File: src/logic/scan_tap_pkg.sv
// shared constants and types of the boundary-scan test access port
package scan_tap_pkg;

	localparam int IR_WIDTH = 5;
	localparam int ID_WIDTH = 32;
	localparam int SYNC_DEPTH = 2;
	localparam int CELLS_PER_PIN = 2;

	localparam logic [IR_WIDTH-1:0] OP_EXTEST = 5'h00;
	localparam logic [IR_WIDTH-1:0] OP_SAMPLE = 5'h01;
	localparam logic [IR_WIDTH-1:0] OP_INT_SCAN = 5'h02;
	localparam logic [IR_WIDTH-1:0] OP_CLAMP = 5'h04;
	localparam logic [IR_WIDTH-1:0] OP_HIGHZ = 5'h05;
	localparam logic [IR_WIDTH-1:0] OP_MEM_SELFTEST = 5'h0A;
	localparam logic [IR_WIDTH-1:0] OP_IDCODE = 5'h0C;
	localparam logic [IR_WIDTH-1:0] OP_BYPASS = 5'h1F;

	localparam logic [IR_WIDTH-1:0] IR_RESET_VALUE = OP_IDCODE;
	localparam logic [IR_WIDTH-1:0] IR_CAPTURE_VALUE = 5'h01;

	localparam int ID_VERSION_MSB = 31;
	localparam int ID_VERSION_LSB = 28;
	localparam int ID_PART_MSB = 27;
	localparam int ID_PART_LSB = 12;
	localparam int ID_MAKER_MSB = 11;
	localparam int ID_MAKER_LSB = 1;
	localparam int ID_FIXED_BIT = 0;
	localparam logic ID_FIXED_VALUE = 1'h1;

	// cell order inside one pin's pair of boundary cells
	localparam int CELL_DATA = 0;
	localparam int CELL_ENABLE = 1;

	typedef enum logic [3:0] {
		TEST_LOGIC_RESET,
		RUN_TEST_IDLE,
		SELECT_DR,
		CAPTURE_DR,
		SHIFT_DR,
		EXIT1_DR,
		PAUSE_DR,
		EXIT2_DR,
		UPDATE_DR,
		SELECT_IR,
		CAPTURE_IR,
		SHIFT_IR,
		EXIT1_IR,
		PAUSE_IR,
		EXIT2_IR,
		UPDATE_IR
	} tap_state_type;

endpackage : scan_tap_pkg

File: src/logic/boundary_scan_tap.sv
// boundary-scan test access port: tap controller, instruction, bypass and id registers, pin control
module boundary_scan_tap
	import scan_tap_pkg::*;
#(
	parameter int PIN_COUNT = 8,
	// arbitrary identity values, not those of any real part
	parameter logic [3:0] ID_VERSION = 4'h3,
	parameter logic [15:0] ID_PART = 16'h1234,
	parameter logic [10:0] ID_MAKER = 11'h055
) (
	input wire logic i_ref_clk,
	input wire logic i_arst_n,
	input wire logic i_tck,
	input wire logic i_tms,
	input wire logic i_tdi,
	input wire logic i_bus_active,
	input wire logic [PIN_COUNT-1:0] i_core_out,
	input wire logic [PIN_COUNT-1:0] i_core_oe,
	input wire logic [PIN_COUNT-1:0] i_pin_in,
	input wire logic i_int_scan_tdo,
	input wire logic i_memory_selftest_tdo,
	output logic o_tdo,
	output logic o_tdo_oe,
	output logic [PIN_COUNT-1:0] o_pin_out,
	output logic [PIN_COUNT-1:0] o_pin_oe,
	output logic [PIN_COUNT-1:0] o_core_in,
	output logic o_scan_tdi,
	output logic o_scan_capture,
	output logic o_scan_shift,
	output logic o_scan_update,
	output logic o_int_scan_select,
	output logic o_memory_selftest_select
);

	// two cells per pin: one for the level, one for the driver enable
	localparam int CELL_COUNT = PIN_COUNT * CELLS_PER_PIN;

	// bit 0 stays high so a tester can tell an id from the zero that bypass captures
	localparam logic [ID_WIDTH-1:0] ID_VALUE = {ID_VERSION, ID_PART, ID_MAKER, ID_FIXED_VALUE};

	// all port state except the boundary cells, synchronisers included, is one register
	typedef struct packed {
		logic [SYNC_DEPTH-1:0] tck_sync;
		logic [SYNC_DEPTH-1:0] tms_sync;
		logic [SYNC_DEPTH-1:0] tdi_sync;
		logic [SYNC_DEPTH-1:0] busy_sync;
		logic [PIN_COUNT-1:0] pin_sync1;
		logic [PIN_COUNT-1:0] pin_sync2;
		logic tck_prev;
		tap_state_type state;
		logic [IR_WIDTH-1:0] ir_shift;
		logic [IR_WIDTH-1:0] ir;
		logic bypass;
		logic [ID_WIDTH-1:0] id_shift;
		logic tdo;
		logic tdo_oe;
		logic [PIN_COUNT-1:0] pin_out;
		logic [PIN_COUNT-1:0] pin_oe;
		logic [PIN_COUNT-1:0] core_in;
		logic scan_tdi;
		logic scan_capture;
		logic scan_shift;
		logic scan_update;
		logic int_scan_sel;
		logic mst_sel;
	} tap_regs_type;

	tap_regs_type st_ff;
	tap_regs_type nxt_st;

	// test clock edges as seen by the reference clock
	logic tck_rise;
	logic tck_fall;
	logic tms_s;
	logic tdi_s;

	// instruction decode
	logic sel_bsr;
	logic sel_id;
	logic sel_int;
	logic sel_mst;
	logic mode_drive;
	logic mode_float;

	// data register strobes and serial paths
	logic dr_capture;
	logic dr_shift;
	logic dr_update;
	logic bsr_so;
	logic dr_so;
	logic [CELL_COUNT-1:0] cap_data;
	logic [CELL_COUNT-1:0] upd_data;
	logic [PIN_COUNT-1:0] drv_out;
	logic [PIN_COUNT-1:0] drv_oe;

	// next state of the sixteen-state controller
	// five rises with tms high reach test-logic-reset from any state
	function automatic tap_state_type tap_next(input tap_state_type cur, input logic tms);
		tap_state_type nxt;
		nxt = cur;
		case (cur)
			TEST_LOGIC_RESET: nxt = tms ? TEST_LOGIC_RESET : RUN_TEST_IDLE;
			RUN_TEST_IDLE: nxt = tms ? SELECT_DR : RUN_TEST_IDLE;
			SELECT_DR: nxt = tms ? SELECT_IR : CAPTURE_DR;
			CAPTURE_DR: nxt = tms ? EXIT1_DR : SHIFT_DR;
			SHIFT_DR: nxt = tms ? EXIT1_DR : SHIFT_DR;
			EXIT1_DR: nxt = tms ? UPDATE_DR : PAUSE_DR;
			PAUSE_DR: nxt = tms ? EXIT2_DR : PAUSE_DR;
			EXIT2_DR: nxt = tms ? UPDATE_DR : SHIFT_DR;
			UPDATE_DR: nxt = tms ? SELECT_DR : RUN_TEST_IDLE;
			SELECT_IR: nxt = tms ? TEST_LOGIC_RESET : CAPTURE_IR;
			CAPTURE_IR: nxt = tms ? EXIT1_IR : SHIFT_IR;
			SHIFT_IR: nxt = tms ? EXIT1_IR : SHIFT_IR;
			EXIT1_IR: nxt = tms ? UPDATE_IR : PAUSE_IR;
			PAUSE_IR: nxt = tms ? EXIT2_IR : PAUSE_IR;
			EXIT2_IR: nxt = tms ? UPDATE_IR : SHIFT_IR;
			UPDATE_IR: nxt = tms ? SELECT_DR : RUN_TEST_IDLE;
			default: nxt = TEST_LOGIC_RESET;
		endcase
		return nxt;
	endfunction : tap_next

	// a busy bus drops edges instead of resetting the controller, so a scan resumes where it stopped
	// tck is only seen through the reference clock, so it must stay well below half its rate
	assign tck_rise = st_ff.tck_sync[1] & ~st_ff.tck_prev & ~st_ff.busy_sync[1];
	assign tck_fall = ~st_ff.tck_sync[1] & st_ff.tck_prev & ~st_ff.busy_sync[1];
	assign tms_s = st_ff.tms_sync[1];
	assign tdi_s = st_ff.tdi_sync[1];

	// anything not decoded below falls through to the bypass stage
	assign sel_bsr = (st_ff.ir == OP_EXTEST) || (st_ff.ir == OP_SAMPLE);
	assign sel_id = (st_ff.ir == OP_IDCODE);
	assign sel_int = (st_ff.ir == OP_INT_SCAN);
	assign sel_mst = (st_ff.ir == OP_MEM_SELFTEST);
	assign mode_drive = (st_ff.ir == OP_EXTEST) || (st_ff.ir == OP_CLAMP);
	assign mode_float = (st_ff.ir == OP_HIGHZ);

	// capture and shift follow the rising edge, update the falling edge
	assign dr_capture = tck_rise && (st_ff.state == CAPTURE_DR);
	assign dr_shift = tck_rise && (st_ff.state == SHIFT_DR);
	assign dr_update = tck_fall && (st_ff.state == UPDATE_DR);

	always_comb begin
		dr_so = st_ff.bypass;
		if (sel_bsr) begin
			dr_so = bsr_so;
		end else if (sel_id) begin
			dr_so = st_ff.id_shift[0];
		end else if (sel_int) begin
			dr_so = i_int_scan_tdo;
		end else if (sel_mst) begin
			dr_so = i_memory_selftest_tdo;
		end
	end

	genvar gi;
	generate
		for (gi = 0; gi < PIN_COUNT; gi++) begin : g_pin
			// data cell sees the pin, enable cell sees the core's driver enable
			assign cap_data[gi*CELLS_PER_PIN + CELL_DATA] = st_ff.pin_sync2[gi];
			assign cap_data[gi*CELLS_PER_PIN + CELL_ENABLE] = i_core_oe[gi];
			assign drv_out[gi] = mode_drive ? upd_data[gi*CELLS_PER_PIN + CELL_DATA] : i_core_out[gi];
			assign drv_oe[gi] = mode_float ? 1'b0 :
				(mode_drive ? upd_data[gi*CELLS_PER_PIN + CELL_ENABLE] : i_core_oe[gi]);
		end
	endgenerate

	// the cells only see strobes while a boundary instruction is current
	boundary_cell_chain #(
		.CELL_COUNT(CELL_COUNT)
	) u_cells (
		.i_ref_clk(i_ref_clk),
		.i_arst_n(i_arst_n),
		.i_capture(dr_capture && sel_bsr),
		.i_shift(dr_shift && sel_bsr),
		.i_update(dr_update && sel_bsr),
		.i_tdi(tdi_s),
		.i_capture_data(cap_data),
		.o_serial_out(bsr_so),
		.o_update_data(upd_data)
	);

	always_comb begin
		nxt_st = st_ff;

		// each pin-side input passes two stages before anything reads it
		nxt_st.tck_sync = {st_ff.tck_sync[0], i_tck};
		nxt_st.tms_sync = {st_ff.tms_sync[0], i_tms};
		nxt_st.tdi_sync = {st_ff.tdi_sync[0], i_tdi};
		nxt_st.busy_sync = {st_ff.busy_sync[0], i_bus_active};
		nxt_st.pin_sync1 = i_pin_in;
		nxt_st.pin_sync2 = st_ff.pin_sync1;
		nxt_st.tck_prev = st_ff.tck_sync[1];

		// chain strobes are one-cycle pulses, cleared unless an edge sets them
		nxt_st.scan_capture = 1'b0;
		nxt_st.scan_shift = 1'b0;
		nxt_st.scan_update = 1'b0;

		if (tck_rise) begin
			nxt_st.state = tap_next(st_ff.state, tms_s);
			case (st_ff.state)
				CAPTURE_IR: begin
					nxt_st.ir_shift = IR_CAPTURE_VALUE;
				end
				SHIFT_IR: begin
					nxt_st.ir_shift = {tdi_s, st_ff.ir_shift[IR_WIDTH-1:1]};
				end
				CAPTURE_DR: begin
					nxt_st.bypass = 1'b0;
					nxt_st.id_shift = ID_VALUE;
					nxt_st.scan_capture = sel_int || sel_mst;
				end
				SHIFT_DR: begin
					nxt_st.bypass = tdi_s;
					nxt_st.id_shift = {tdi_s, st_ff.id_shift[ID_WIDTH-1:1]};
					nxt_st.scan_shift = sel_int || sel_mst;
					nxt_st.scan_tdi = tdi_s;
				end
				default: begin
				end
			endcase
		end

		// instruction and update stages move on the fall, so decode is settled at the next rise
		if (tck_fall) begin
			case (st_ff.state)
				TEST_LOGIC_RESET: begin
					nxt_st.ir = IR_RESET_VALUE;
				end
				UPDATE_IR: begin
					nxt_st.ir = st_ff.ir_shift;
				end
				UPDATE_DR: begin
					nxt_st.scan_update = sel_int || sel_mst;
				end
				default: begin
				end
			endcase
			// tdo moves only on the falling edge so the tester samples a settled bit
			nxt_st.tdo_oe = (st_ff.state == SHIFT_DR) || (st_ff.state == SHIFT_IR);
			if (st_ff.state == SHIFT_IR) begin
				nxt_st.tdo = st_ff.ir_shift[0];
			end else if (st_ff.state == SHIFT_DR) begin
				nxt_st.tdo = dr_so;
			end
		end

		// a running bus cycle takes tdo off the wire as well
		if (st_ff.busy_sync[1]) begin
			nxt_st.tdo_oe = 1'b0;
		end

		nxt_st.int_scan_sel = sel_int;
		nxt_st.mst_sel = sel_mst;
		nxt_st.pin_out = drv_out;
		nxt_st.pin_oe = drv_oe;
		// sample never touches the pins, only the captured copy
		nxt_st.core_in = st_ff.pin_sync2;
	end

	// power-on reset is the port's own: the controller wakes in test-logic-reset
	// holding the id instruction, whatever the rest of the device is doing
	always_ff @(posedge i_ref_clk or negedge i_arst_n) begin
		if (!i_arst_n) begin
			st_ff <= '0;
			st_ff.state <= TEST_LOGIC_RESET;
			st_ff.ir <= IR_RESET_VALUE;
			st_ff.ir_shift <= IR_CAPTURE_VALUE;
		end else begin
			st_ff <= nxt_st;
		end
	end

	// every output is a plain register copy
	assign o_tdo = st_ff.tdo;
	assign o_tdo_oe = st_ff.tdo_oe;
	assign o_pin_out = st_ff.pin_out;
	assign o_pin_oe = st_ff.pin_oe;
	assign o_core_in = st_ff.core_in;
	assign o_scan_tdi = st_ff.scan_tdi;
	assign o_scan_capture = st_ff.scan_capture;
	assign o_scan_shift = st_ff.scan_shift;
	assign o_scan_update = st_ff.scan_update;
	assign o_int_scan_select = st_ff.int_scan_sel;
	assign o_memory_selftest_select = st_ff.mst_sel;

endmodule : boundary_scan_tap

File: src/logic/boundary_cell_chain.sv
// serial boundary-scan cell chain with parallel capture and update stages
module boundary_cell_chain
	import scan_tap_pkg::*;
#(
	parameter int CELL_COUNT = 16
) (
	input wire logic i_ref_clk,
	input wire logic i_arst_n,
	input wire logic i_capture,
	input wire logic i_shift,
	input wire logic i_update,
	input wire logic i_tdi,
	input wire logic [CELL_COUNT-1:0] i_capture_data,
	output logic o_serial_out,
	output logic [CELL_COUNT-1:0] o_update_data
);

	typedef struct packed {
		logic [CELL_COUNT-1:0] shift_cells;
		logic [CELL_COUNT-1:0] update_cells;
	} chain_regs_type;

	chain_regs_type st_ff;
	chain_regs_type nxt_st;

	always_comb begin
		nxt_st = st_ff;
		if (i_capture) begin
			nxt_st.shift_cells = i_capture_data;
		end else if (i_shift) begin
			// cell 0 sits next to the serial output, tdi enters at the top
			nxt_st.shift_cells = {i_tdi, st_ff.shift_cells[CELL_COUNT-1:1]};
		end
		if (i_update) begin
			nxt_st.update_cells = st_ff.shift_cells;
		end
	end

	always_ff @(posedge i_ref_clk or negedge i_arst_n) begin
		if (!i_arst_n) begin
			st_ff <= '0;
		end else begin
			st_ff <= nxt_st;
		end
	end

	assign o_serial_out = st_ff.shift_cells[0];
	assign o_update_data = st_ff.update_cells;

endmodule : boundary_cell_chain

File: config.mk
export PLATFORM = sky130hd
export DESIGN_NAME = boundary_scan_tap
export DESIGN_NICKNAME = d
export VERILOG_FILES = /design/src/logic/scan_tap_pkg.sv /design/src/logic/boundary_scan_tap.sv /design/src/logic/boundary_cell_chain.sv
export SDC_FILE = /design/constraint.sdc
export NUM_CORES = 1
export LEC_CHECK = 0
export BUFFER_PORTS_ARGS = -buffer_cell sky130_fd_sc_hd__buf_2
export CORE_UTILIZATION = 52
export CTS_CLUSTER_DIAMETER = 100
export DETAILED_ROUTE_END_ITERATION = 6
export GPL_TIMING_DRIVEN = 0
export PLACE_DENSITY = 0.75
export SYNTH_ARGS = -nofsm -noshare
export SYNTH_HDL_FRONTEND = slang
export SYNTH_SLANG_ARGS = --single-unit
File: constraint.sdc
create_clock -name i_ref_clk -period 2.3 [get_ports i_ref_clk]
set_clock_uncertainty 0.1 [all_clocks]
set_input_delay 0.115 -clock i_ref_clk [delete_from_list [all_inputs] [get_ports i_ref_clk]]
set_output_delay 0.115 -clock i_ref_clk [all_outputs]
set_load 0.02 [all_outputs]
Yosys cells after proc, flatten, opt, wreduce, memory -nomap -nowiden
Index checks and enable logic that the tools add are counted.
Widths: inputs -> output; s select.

operators by class
  bitwise logic cells = 7
  eq/ne operators = 21
  mux-type cells = 55
  reductions and logical operators = 26

operators with widths
  operator            count
  $pmux 33 s2         1
  $pmux 4 s12         1
  $mux 1              39
  $eq 4x4->1 const B  8
  $mux 16             2
  $pmux 5 s2          2
  $eq 4x3->1 const B  4
  $mux 4              4
  $reduce_bool 2->1   6
  $eq 5x3->1 const B  2
  $eq 5x4->1 const B  2
  $reduce_and 2->1    5
  $eq 4x2->1 const B  2
  $mux 2              4
  $logic_and 1x1->1   6
  $mux 3              2
  $eq 5x1->1 const B  1
  $eq 5x2->1 const B  1
  $logic_not 5->1     1
  $and 1x1->1         4
  $eq 4x1->1 const B  1
  $logic_not 4->1     1
  $logic_or 1x1->1    4
  $reduce_or 2->1     2
  2 further kinds     4

word-level totals
  output and inout bits = 32
  input port bits = 32
  logic and storage cells = 134
  register bits = 136

Depth between registers and ports, before layout
Gate-level depths: netlist of run 1.

  word-level depth = 7
  gate-level depth with buffers = 7
  depth with buffers taken out = 4

By module
Synthesis of run 1 repeated with hierarchy kept, for this count alone.

second synthesis, totals
  cells, all modules = 463
  area total of the unflattened synthesis = 5,510.3 µm²

by module, submodules not included
  module               area an instance (µm²)  sequential area each (µm²)  cells an instance  times used
  boundary_scan_tap    3,996.3                 2,581.2                     344                1
  boundary_cell_chain  1,514.0                 800.8                       119                1

Least setup slack after synthesis of run 1
No wires, ideal clock.

  kind = register -> register
  from = register st_ff[66] (netlist bit)
  to = register u_cells.st_ff (netlist bit u_cells.o_update_data[10])
  setup slack = 154 ps
  data required time = 2,075 ps
  stages on the path, launching flop included = 7
  path buffers = 3
  library setup time = 125 ps
  period minus slack after synthesis = 2,146 ps
  arrival = 1,921 ps
  path through = dfrtp_1 buf_6 or4_4 or3_1 buf_6 buf_12 mux2_4

on the way
  longest elaborated chain between the ends = 3
  elaborated cells on any way between the ends = 4
  classes of those cells = eq/ne: 1; reduce/logical: 3

ends and longest elaborated chain
  what                                           line                       text
  from (decl)                                    boundary_scan_tap.sv:68    tap_regs_type st_ff;
  from (signal assigned)                         boundary_scan_tap.sv:271   st_ff <= nxt_st;
  $eq 5x1->1 or $logic_not 5->1 (tied branches)  boundary_scan_tap.sv:131   assign sel_bsr = (st_ff.ir == OP_EXTEST) || (st_ff.ir == OP_SAMPLE);
  $logic_or 1x1->1 *                             boundary_scan_tap.sv:131
  $logic_and 1x1->1 *                            boundary_scan_tap.sv:176   .i_update(dr_update && sel_bsr),
  to (signal assigned)                           boundary_cell_chain.sv:43  st_ff <= nxt_st;
  to (decl)                                      boundary_cell_chain.sv:23  chain_regs_type st_ff;

Mark *: on every way between the ends. The rest lies on a longest branch, timed or not.
A chain may end at the register's enable or synchronous reset.

Worst setup path in the final report of run 1
Same ends and word-level chain as after synthesis.

==> metrics.md, run 1 <==
| Metric | Value |
|---|---|
| Status | finished, final reports clean |
| Number of fill cells | 713 |
| Htree depth | 4 |
| Final hold vios | 0 |
| Cell Int Power | a little under 5 mW |
| Slowest library cell on the worst path | or4_4 |
| Vias in the first global route | 3779 |
| Finished Layout Cells | 713 |
| Detailed placement HPWL | 6950 µm |
| Tot GR Track Use | 22.5% |
| Critical Path RT | 2.59 ns |
| Sink Count | 135 |
| Synth Warn # | 0 |
| Layout Nets | 599 |
| Die Height | roughly 100 µm |
| Area leader, netlist | dfrtp_1 |
| Maxcap violations | 0 |
| Vias per inst | 5.44 |
| DIE WIDTH | 104 µm |
| Grt total ovfl | 0 |
| Async SR Flop Fraction | 100% |
| Mean post-synth cell area | 11.8 µm² |
| Worst Path Arrival | 2.56 ns |
| I/O pin count | 64 |
| Crit path kind | register to register |
| Worst slew pin tran | 0.825 ns |
| CTS tree | done |
| CP dominant cell by count | buf_6 |
| Yosys top cell area share | 61.4% |
| CP cell instances | buf_6, or4_4, or3_4, buf_6, buf_12, mux2_4 |
| DP Cell Count | 652 |
| Root Buffer | clkbuf_8 |
| Reg power frac | 41.8% |
| Port Buffers | 63 |
| Gpl congestion | 0.805 |
| Setup TNS | 0 ns |
| CP Max Fanout | 10 |
| Switching power | between 1.5 and 2 mW |
| Initial antenna violation count | 0 |
| Register clock-pin slew on the reported worst setup and hold paths | 0.06 ns |
| Main synth FF type | dfrtp_1 |
| Pleak | 3.22 nW |
| Clock latency on the worst-skew pair | a little over 0.5 ns |
| Post-Syn Nets | between 400 and 500 |
| Sw Ratio | 28.7% |
| Cell Area, Synth | 0.00538 mm² |
| Largest net degree at the start of global routing | 69 |
| ANT nets after route | 0 |
| Max Freq | 441 MHz |
| Area contributors post-synth | dfrtp_1, nand2_1, buf_4 |
| #FFs+latches synth | between 100 and 150 |
| Worst hold path class | primary input to asynchronous set/reset pin |
| Length of the first detailed-routing pass in iterations | 5 |
| Final Slew Violations | 0 |
| Pwr Density | just over 1000 mW/mm² |
| Via Count | 3879 |
| CTS buffer count | 17 |
| Area growth, synth to finish | 26.9% |
| Drt total wl | ~11000 µm |
| Largest delay share family, worst path | simple AND/OR/NAND/NOR gates |
| Ant. Diodes | 0 |
| Combinational share of power | 19.4% |
| Peak supply drop | 0.000629 V |
| Relative slew slack | 44.5% |
| Detailed-route DRC error count | 0 |
| Top-count cell post-synth | dfrtp_1 |
| Buf+Inv Stages, Crit Path | 3 |
| Fin crit period | 2.27 ns |
| Core footprint | 0.00991 mm² |
| Power, Total | 6.93 mW |
| Initial Util | between 50 and 60% |
| Mapped Cells | between 400 and 500 |
| Post-synth EDFFs | 0 |
| Part of the power in the clock network | 38.8% |
| Tcrit/Tclk final | 98.6% |
| Layout Utilization | approximately 70% |
| CP startpoint kind | register |
| WL/cell | around 16 µm |
| Num rows | 36 |
| WHS | 0.0522 ns |
| Worst setup EP type | register |
| First-pass GRT wire length | 18800 µm |
| Top cells by count, synth | dfrtp_1, nand2_1, a21oi_1, nor2_1, buf_4 |
| # setup viols final | 0 |
| CTS Buffer Depth | 2 |
| Die area | 0.0108 mm² |
| Seq/Total Area, Yosys | 62.9% |
| DR iter-0 viols | roughly 290 |
| Share of cells above drive strength 1 | 29.0% |
| RR Startpoint | st_ff[66] |
| Cell variety after synth | 55 |
| Crit-path max cell delay | between 0.5 and 0.6 ns |
| Crit path launch | st_ff[66] |
[sequential cells by signal, summed over array words and instances (netlist names), 8 cells and up]
register               count
st_ff                     50
o_pin_oe                   8
o_pin_out                  8
u_cells.st_ff             15
o_core_in                  8
nxt_st                    13
u_cells.o_update_data     16
cap_data                   8
[routing by layer]
metal,GRT usage [%],vias up,share of wire [%]
met5,0,-,0
li1,-,1811,-
met2,35.9,147,48
met1,30.2,1905,45
met4,7.96,0,1.7
met3,5.92,16,4.3
[per-stage QoR]
stage / area [µm²] / worst slack [ns]
2_1_floorplan: 5380 / 0.154
3_3_place_gp: 5860 / -0.682
3_5_place_dp: 5900 / -0.181
4_1_cts: 6800 / 0.0191
5_1_grt: 6830 / -0.00329
6_report: 6830 / 0.0321
[repair_timing]
item	CTS	global route
endpoints found under the hold margin	144	0
resized for setup	4	8
setup buffers	1	0
setup endpoints to repair	14	43
pin swaps	1	0
hold buffers	30	0
[worst paths after layout]
check | depth (start not counted) | end | slack, ns
max reg2reg | 6 | u_cells.o_update_data[10] | 0.03
max in group asynchronous | 3 | st_ff[70] | 1.26
max | 6 | u_cells.o_update_data[10] | 0.03
min reg2reg | 0 | st_ff[97] | 0.25
min | 2 | cap_data[12] | 0.05
min in group i_ref_clk | 2 | nxt_st[87] | 0.14
[logic make-up (layout without fill, tap and decap cells)]
kind of cell,after synthesis,after routing,share of synthesized area [%]
AOI/OAI and AO/OA,113,113,14.6
buffers and inverters,60,185,6.84
DFF,135,135,62.9
muxes,17,17,4.23
and+or+nand+nor,130,130,11.5
[power by group through the flow]
stage               combinational, mW  sequential, mW  clock (mW)
detailed placement               1.26            2.92           0
finish                           1.34            2.90        2.69
floorplan                       0.924            2.89           0
global placement                 1.22            2.92           0
global route                     1.46            2.93        2.83
CTS                              1.33            2.89        2.72
[worst register-to-register path: cells and delay by family (launching register included)]
family	cells	cell delay [ns]
flip-flops	1	0.38
AND/OR/NAND/NOR	2	0.93
multiplexers	1	0.29
buffers and inverters	3	0.44
[placed cells by master, fill, tap and decap left out, drive strengths merged, types with 2 or more instances in the layout]
master       synthesis  layout
o31ai                2       2
a211oi               4       4
nor3b                2       2
buf                 31      96
dfrtp              132     132
nand3b               3       3
or4                  2       2
o21ai               12      12
a22o                22      22
a21oi               35      35
inv                  6       9
nand2b               2       2
dlygate4sd3          0      30
clkinvlp             0       3
nand3                3       3
bufinv               0       3
or3b                 3       3
nor3                 4       4
nor4                 3       3
or3                  2       2
o22ai               17      17
nand2               58      58
or2                  3       3
o22a                11      11
or4b                 2       2
nand4                2       2
clkbuf              23      39
mux2                16      16
nor2b                5       5
dfstp                3       3
nor2                33      33
clkinv               0       5
[area by class of cell]
class                           instances  area [µm²]  area share (%)
Sequential cell                       135        3380            49.6
Timing Repair Buffer                   95         657            9.62
Inverter                                6        22.5           0.330
Multi-Input combinational cell        260        1660            24.4
Buffer                                 52         343            5.02
Tap cell                              133         166            2.44
Clock inverter                         14         174            2.55
Clock buffer                           18         418            6.12
Note: power is estimated with default switching activity, not from simulation.
==> run 2: changes to the inputs <==
--- a/config.mk
+++ b/config.mk
@@ -5,12 +5,11 @@
 export SDC_FILE = /design/constraint.sdc
 export NUM_CORES = 1
 export LEC_CHECK = 0
-export BUFFER_PORTS_ARGS = -buffer_cell sky130_fd_sc_hd__buf_2
-export CORE_UTILIZATION = 52
-export CTS_CLUSTER_DIAMETER = 100
+export CORE_UTILIZATION = 56
 export DETAILED_ROUTE_END_ITERATION = 6
+export DONT_BUFFER_PORTS = 1
 export GPL_TIMING_DRIVEN = 0
-export PLACE_DENSITY = 0.75
+export PLACE_DENSITY = 0.74
 export SYNTH_ARGS = -nofsm -noshare
 export SYNTH_HDL_FRONTEND = slang
 export SYNTH_SLANG_ARGS = --single-unit
==> run 2 against run 1 <==
Compared with the run above:
- the run now ends with negative hold slack left
- sequential cell count is the same
- sequential power is essentially flat
- utilization grew 0.15 points
- worst setup slack lost 0.0094 ns
- routed wire length shrank 3.3%
- hold slack lost 0.86 ns
- via count shrank 5.1%
- first-iteration DRC count grew 13%
- sequential share of layout area grew 3.2 points
- non-clock buffer count shrank 64
- clock power shrank 8.6%
==> metrics.md, run 2 (synthesis gave the netlist of run 1 again) <==
| Metric | Value |
|---|---|
| Power, Total | 6.57 mW |
| Vias per inst | around 5.7 |
| RSZ-0062 raised after global routing | no |
| Via Count | 3682 |
| Htree depth | 4 |
| Buf+Inv Stages, Crit Path | 3 |
| Critical Path RT | 2.60 ns |
| Final Slew Violations | 0 |
| Final hold vios | between 100 and 150 |
| CTS buffer count | 17 |
| Max reg flops | 50 |
| DR iter-0 viols | 323 |
| Slowest library cell on the worst path | or4_4 |
| Failing checks | negative hold slack |
| Worst hold path class | primary input to asynchronous set/reset pin |
| Placed Area | 0.00555 mm² |
| Setup TNS | 0 ns |
| Length of the first detailed-routing pass in iterations | 5 |
| Area growth, synth to finish | 19.1% |
| Root Buffer | clkbuf_8 |
| WHS | -0.808 ns |
| Vias in the first global route | 3655 |
| DR top layer | met4 |
| Drt total wl | 11000 µm |
| WL met1 | 4690 µm |
| Largest net degree at the start of global routing | ~140 |
| Most frequent cells in the layout | dfrtp_1, nand2_1, a21oi_1 |
| Core footprint | roughly 0.0093 mm² |
| Share of cells above drive strength 1 | slightly above 20% |
| CP dominant cell by count | buf_6 |
| Pwr Density | 1020 mW/mm² |
| CP Max Fanout | 10 |
| Commonest non-fill, non-tap cell in the layout | dfrtp_1 |
| ANT nets after route | 0 |
| Max Freq | approximately 440 MHz |
| Number of fill cells | 689 |
| Hold Buf Count CTS | 29 |
| Worst slew pin tran | 0.813 ns |
| Maxcap violations | 0 |
| Num rows | 35 |
| Die Height | 100 µm |
| Tot GR Track Use | 24.3% |
| CP cell instances | buf_6, or4_4, or3_1, buf_6, buf_12, mux2_4 |
| Biggest register | st_ff |
| Register clock-pin slew on the reported worst setup and hold paths | 0.06 ns |
| Detailed-route DRC error count | 0 |
| Tcrit/Tclk final | 99.0% |
| Worst Path Arrival | 2.58 ns |
| Gpl congestion | 0.813 |
| Status | finished, violations left |
| Routed length on met3 | ~680 µm |
| Clock latency on the worst-skew pair | roughly 0.52 ns |
| # setup viols final | 0 |
| Sink Count | 135 |
| Detailed placement HPWL | 6570 µm |
| Relative slew slack | between 40% and 50% |
| DR WL met2 | 5460 µm |
| Ant. Diodes | 0 |
| First-pass GRT wire length | 18300 µm |
| Crit path kind | register to register |
| I/O pin count | 64 |
| Crit-path max cell delay | 0.57 ns |
| Pleak | just under 3 nW |
| Port Buffers | 0 |
| Grt total ovfl | 0 |
| WL/cell | 17.1 µm |
| Initial Util | 58.0% |
| Design Area, Final | around 0.0064 mm² |
| Layout Nets | 535 |
| Worst setup EP type | register |
| CTS tree | done |
| Die area | 0.0100 mm² |
| Initial antenna violation count | 0 |
| Peak supply drop | about 0.00086 V |
| Fin crit period | 2.28 ns |
| CTS Buffer Depth | 2 |
| Largest delay share family, worst path | simple AND/OR/NAND/NOR gates |
| CP startpoint kind | register |
| DIE WIDTH | 100 µm |
run 2: cell types whose count changed in the layout (fill, tap and decap cells not counted), sizes merged:
cell / change
buf: -63
clkinv: +3
bufinv: -2
clkinvlp: -1
dlygate4sd3: -1
run 2: cell type report:
| cell class | instances | area, µm² | share of cell area, % |
|---|---|---|---|
| inverters | 6 | 22.5 | 0.351 |
| multi-input cells | 260 | 1650 | 25.8 |
| plain buffers | 52 | 344 | 5.37 |
| well taps | 129 | 161 | 2.52 |
| clock buffers | 18 | 418 | 6.52 |
| repair buffers | 31 | 303 | 4.72 |
| flip-flops and latches | 135 | 3380 | 52.8 |
| clock inverters | 14 | 126 | 1.97 |
run 2: final timing paths:
kind / slack (ns) / to / from / cells past startpoint
hold / removal: -0.81 / u_cells.st_ff[31] / i_arst_n / 0
min in group i_ref_clk: 0.05 / nxt_st[80] / i_pin_in[0] / 1
setup / recovery: 0.02 / u_cells.o_update_data[13] / st_ff[66] / 6
max in group asynchronous: 2.64 / st_ff[70] / i_arst_n / 0
hold reg to reg: 0.25 / cap_data[14] / nxt_st[87] / 0
setup reg to reg: 0.02 / u_cells.o_update_data[13] / st_ff[66] / 6
run 2: what timing repair did:
item	in CTS	in global routing
hold endpoints to repair	172	135
pin swaps	1	0
setup buffers	1	0
endpoints found under the setup margin	14	47
gates resized for setup	3	11
run 2: routing by layer:
metal | vias up | global-route usage (%)
met1 | 1828 | 32.6
met4 | 0 | 8.58
met3 | 27 | 7.38
li1 | 1679 | -
met2 | 148 | 38.0
met5 | - | 0
run 2: where the power goes:
group | internal [mW] | leakage (nW) | switching [mW]
combinational | 0.506 | 0.969 | 0.685
sequential | 2.70 | 1.70 | 0.216
clock | 1.44 | 0.266 | 1.02
run 2: through the flow:
stage          utilization (%)  cells  worst slack, ns
6_report                  69.0    645           0.0227
5_1_grt                   69.0    645          0.00330
4_1_cts                   68.9    647           0.0154
3_5_place_dp              59.7    585           -0.151
3_3_place_gp              59.7    584           -0.137
2_1_floorplan                -    455            0.154
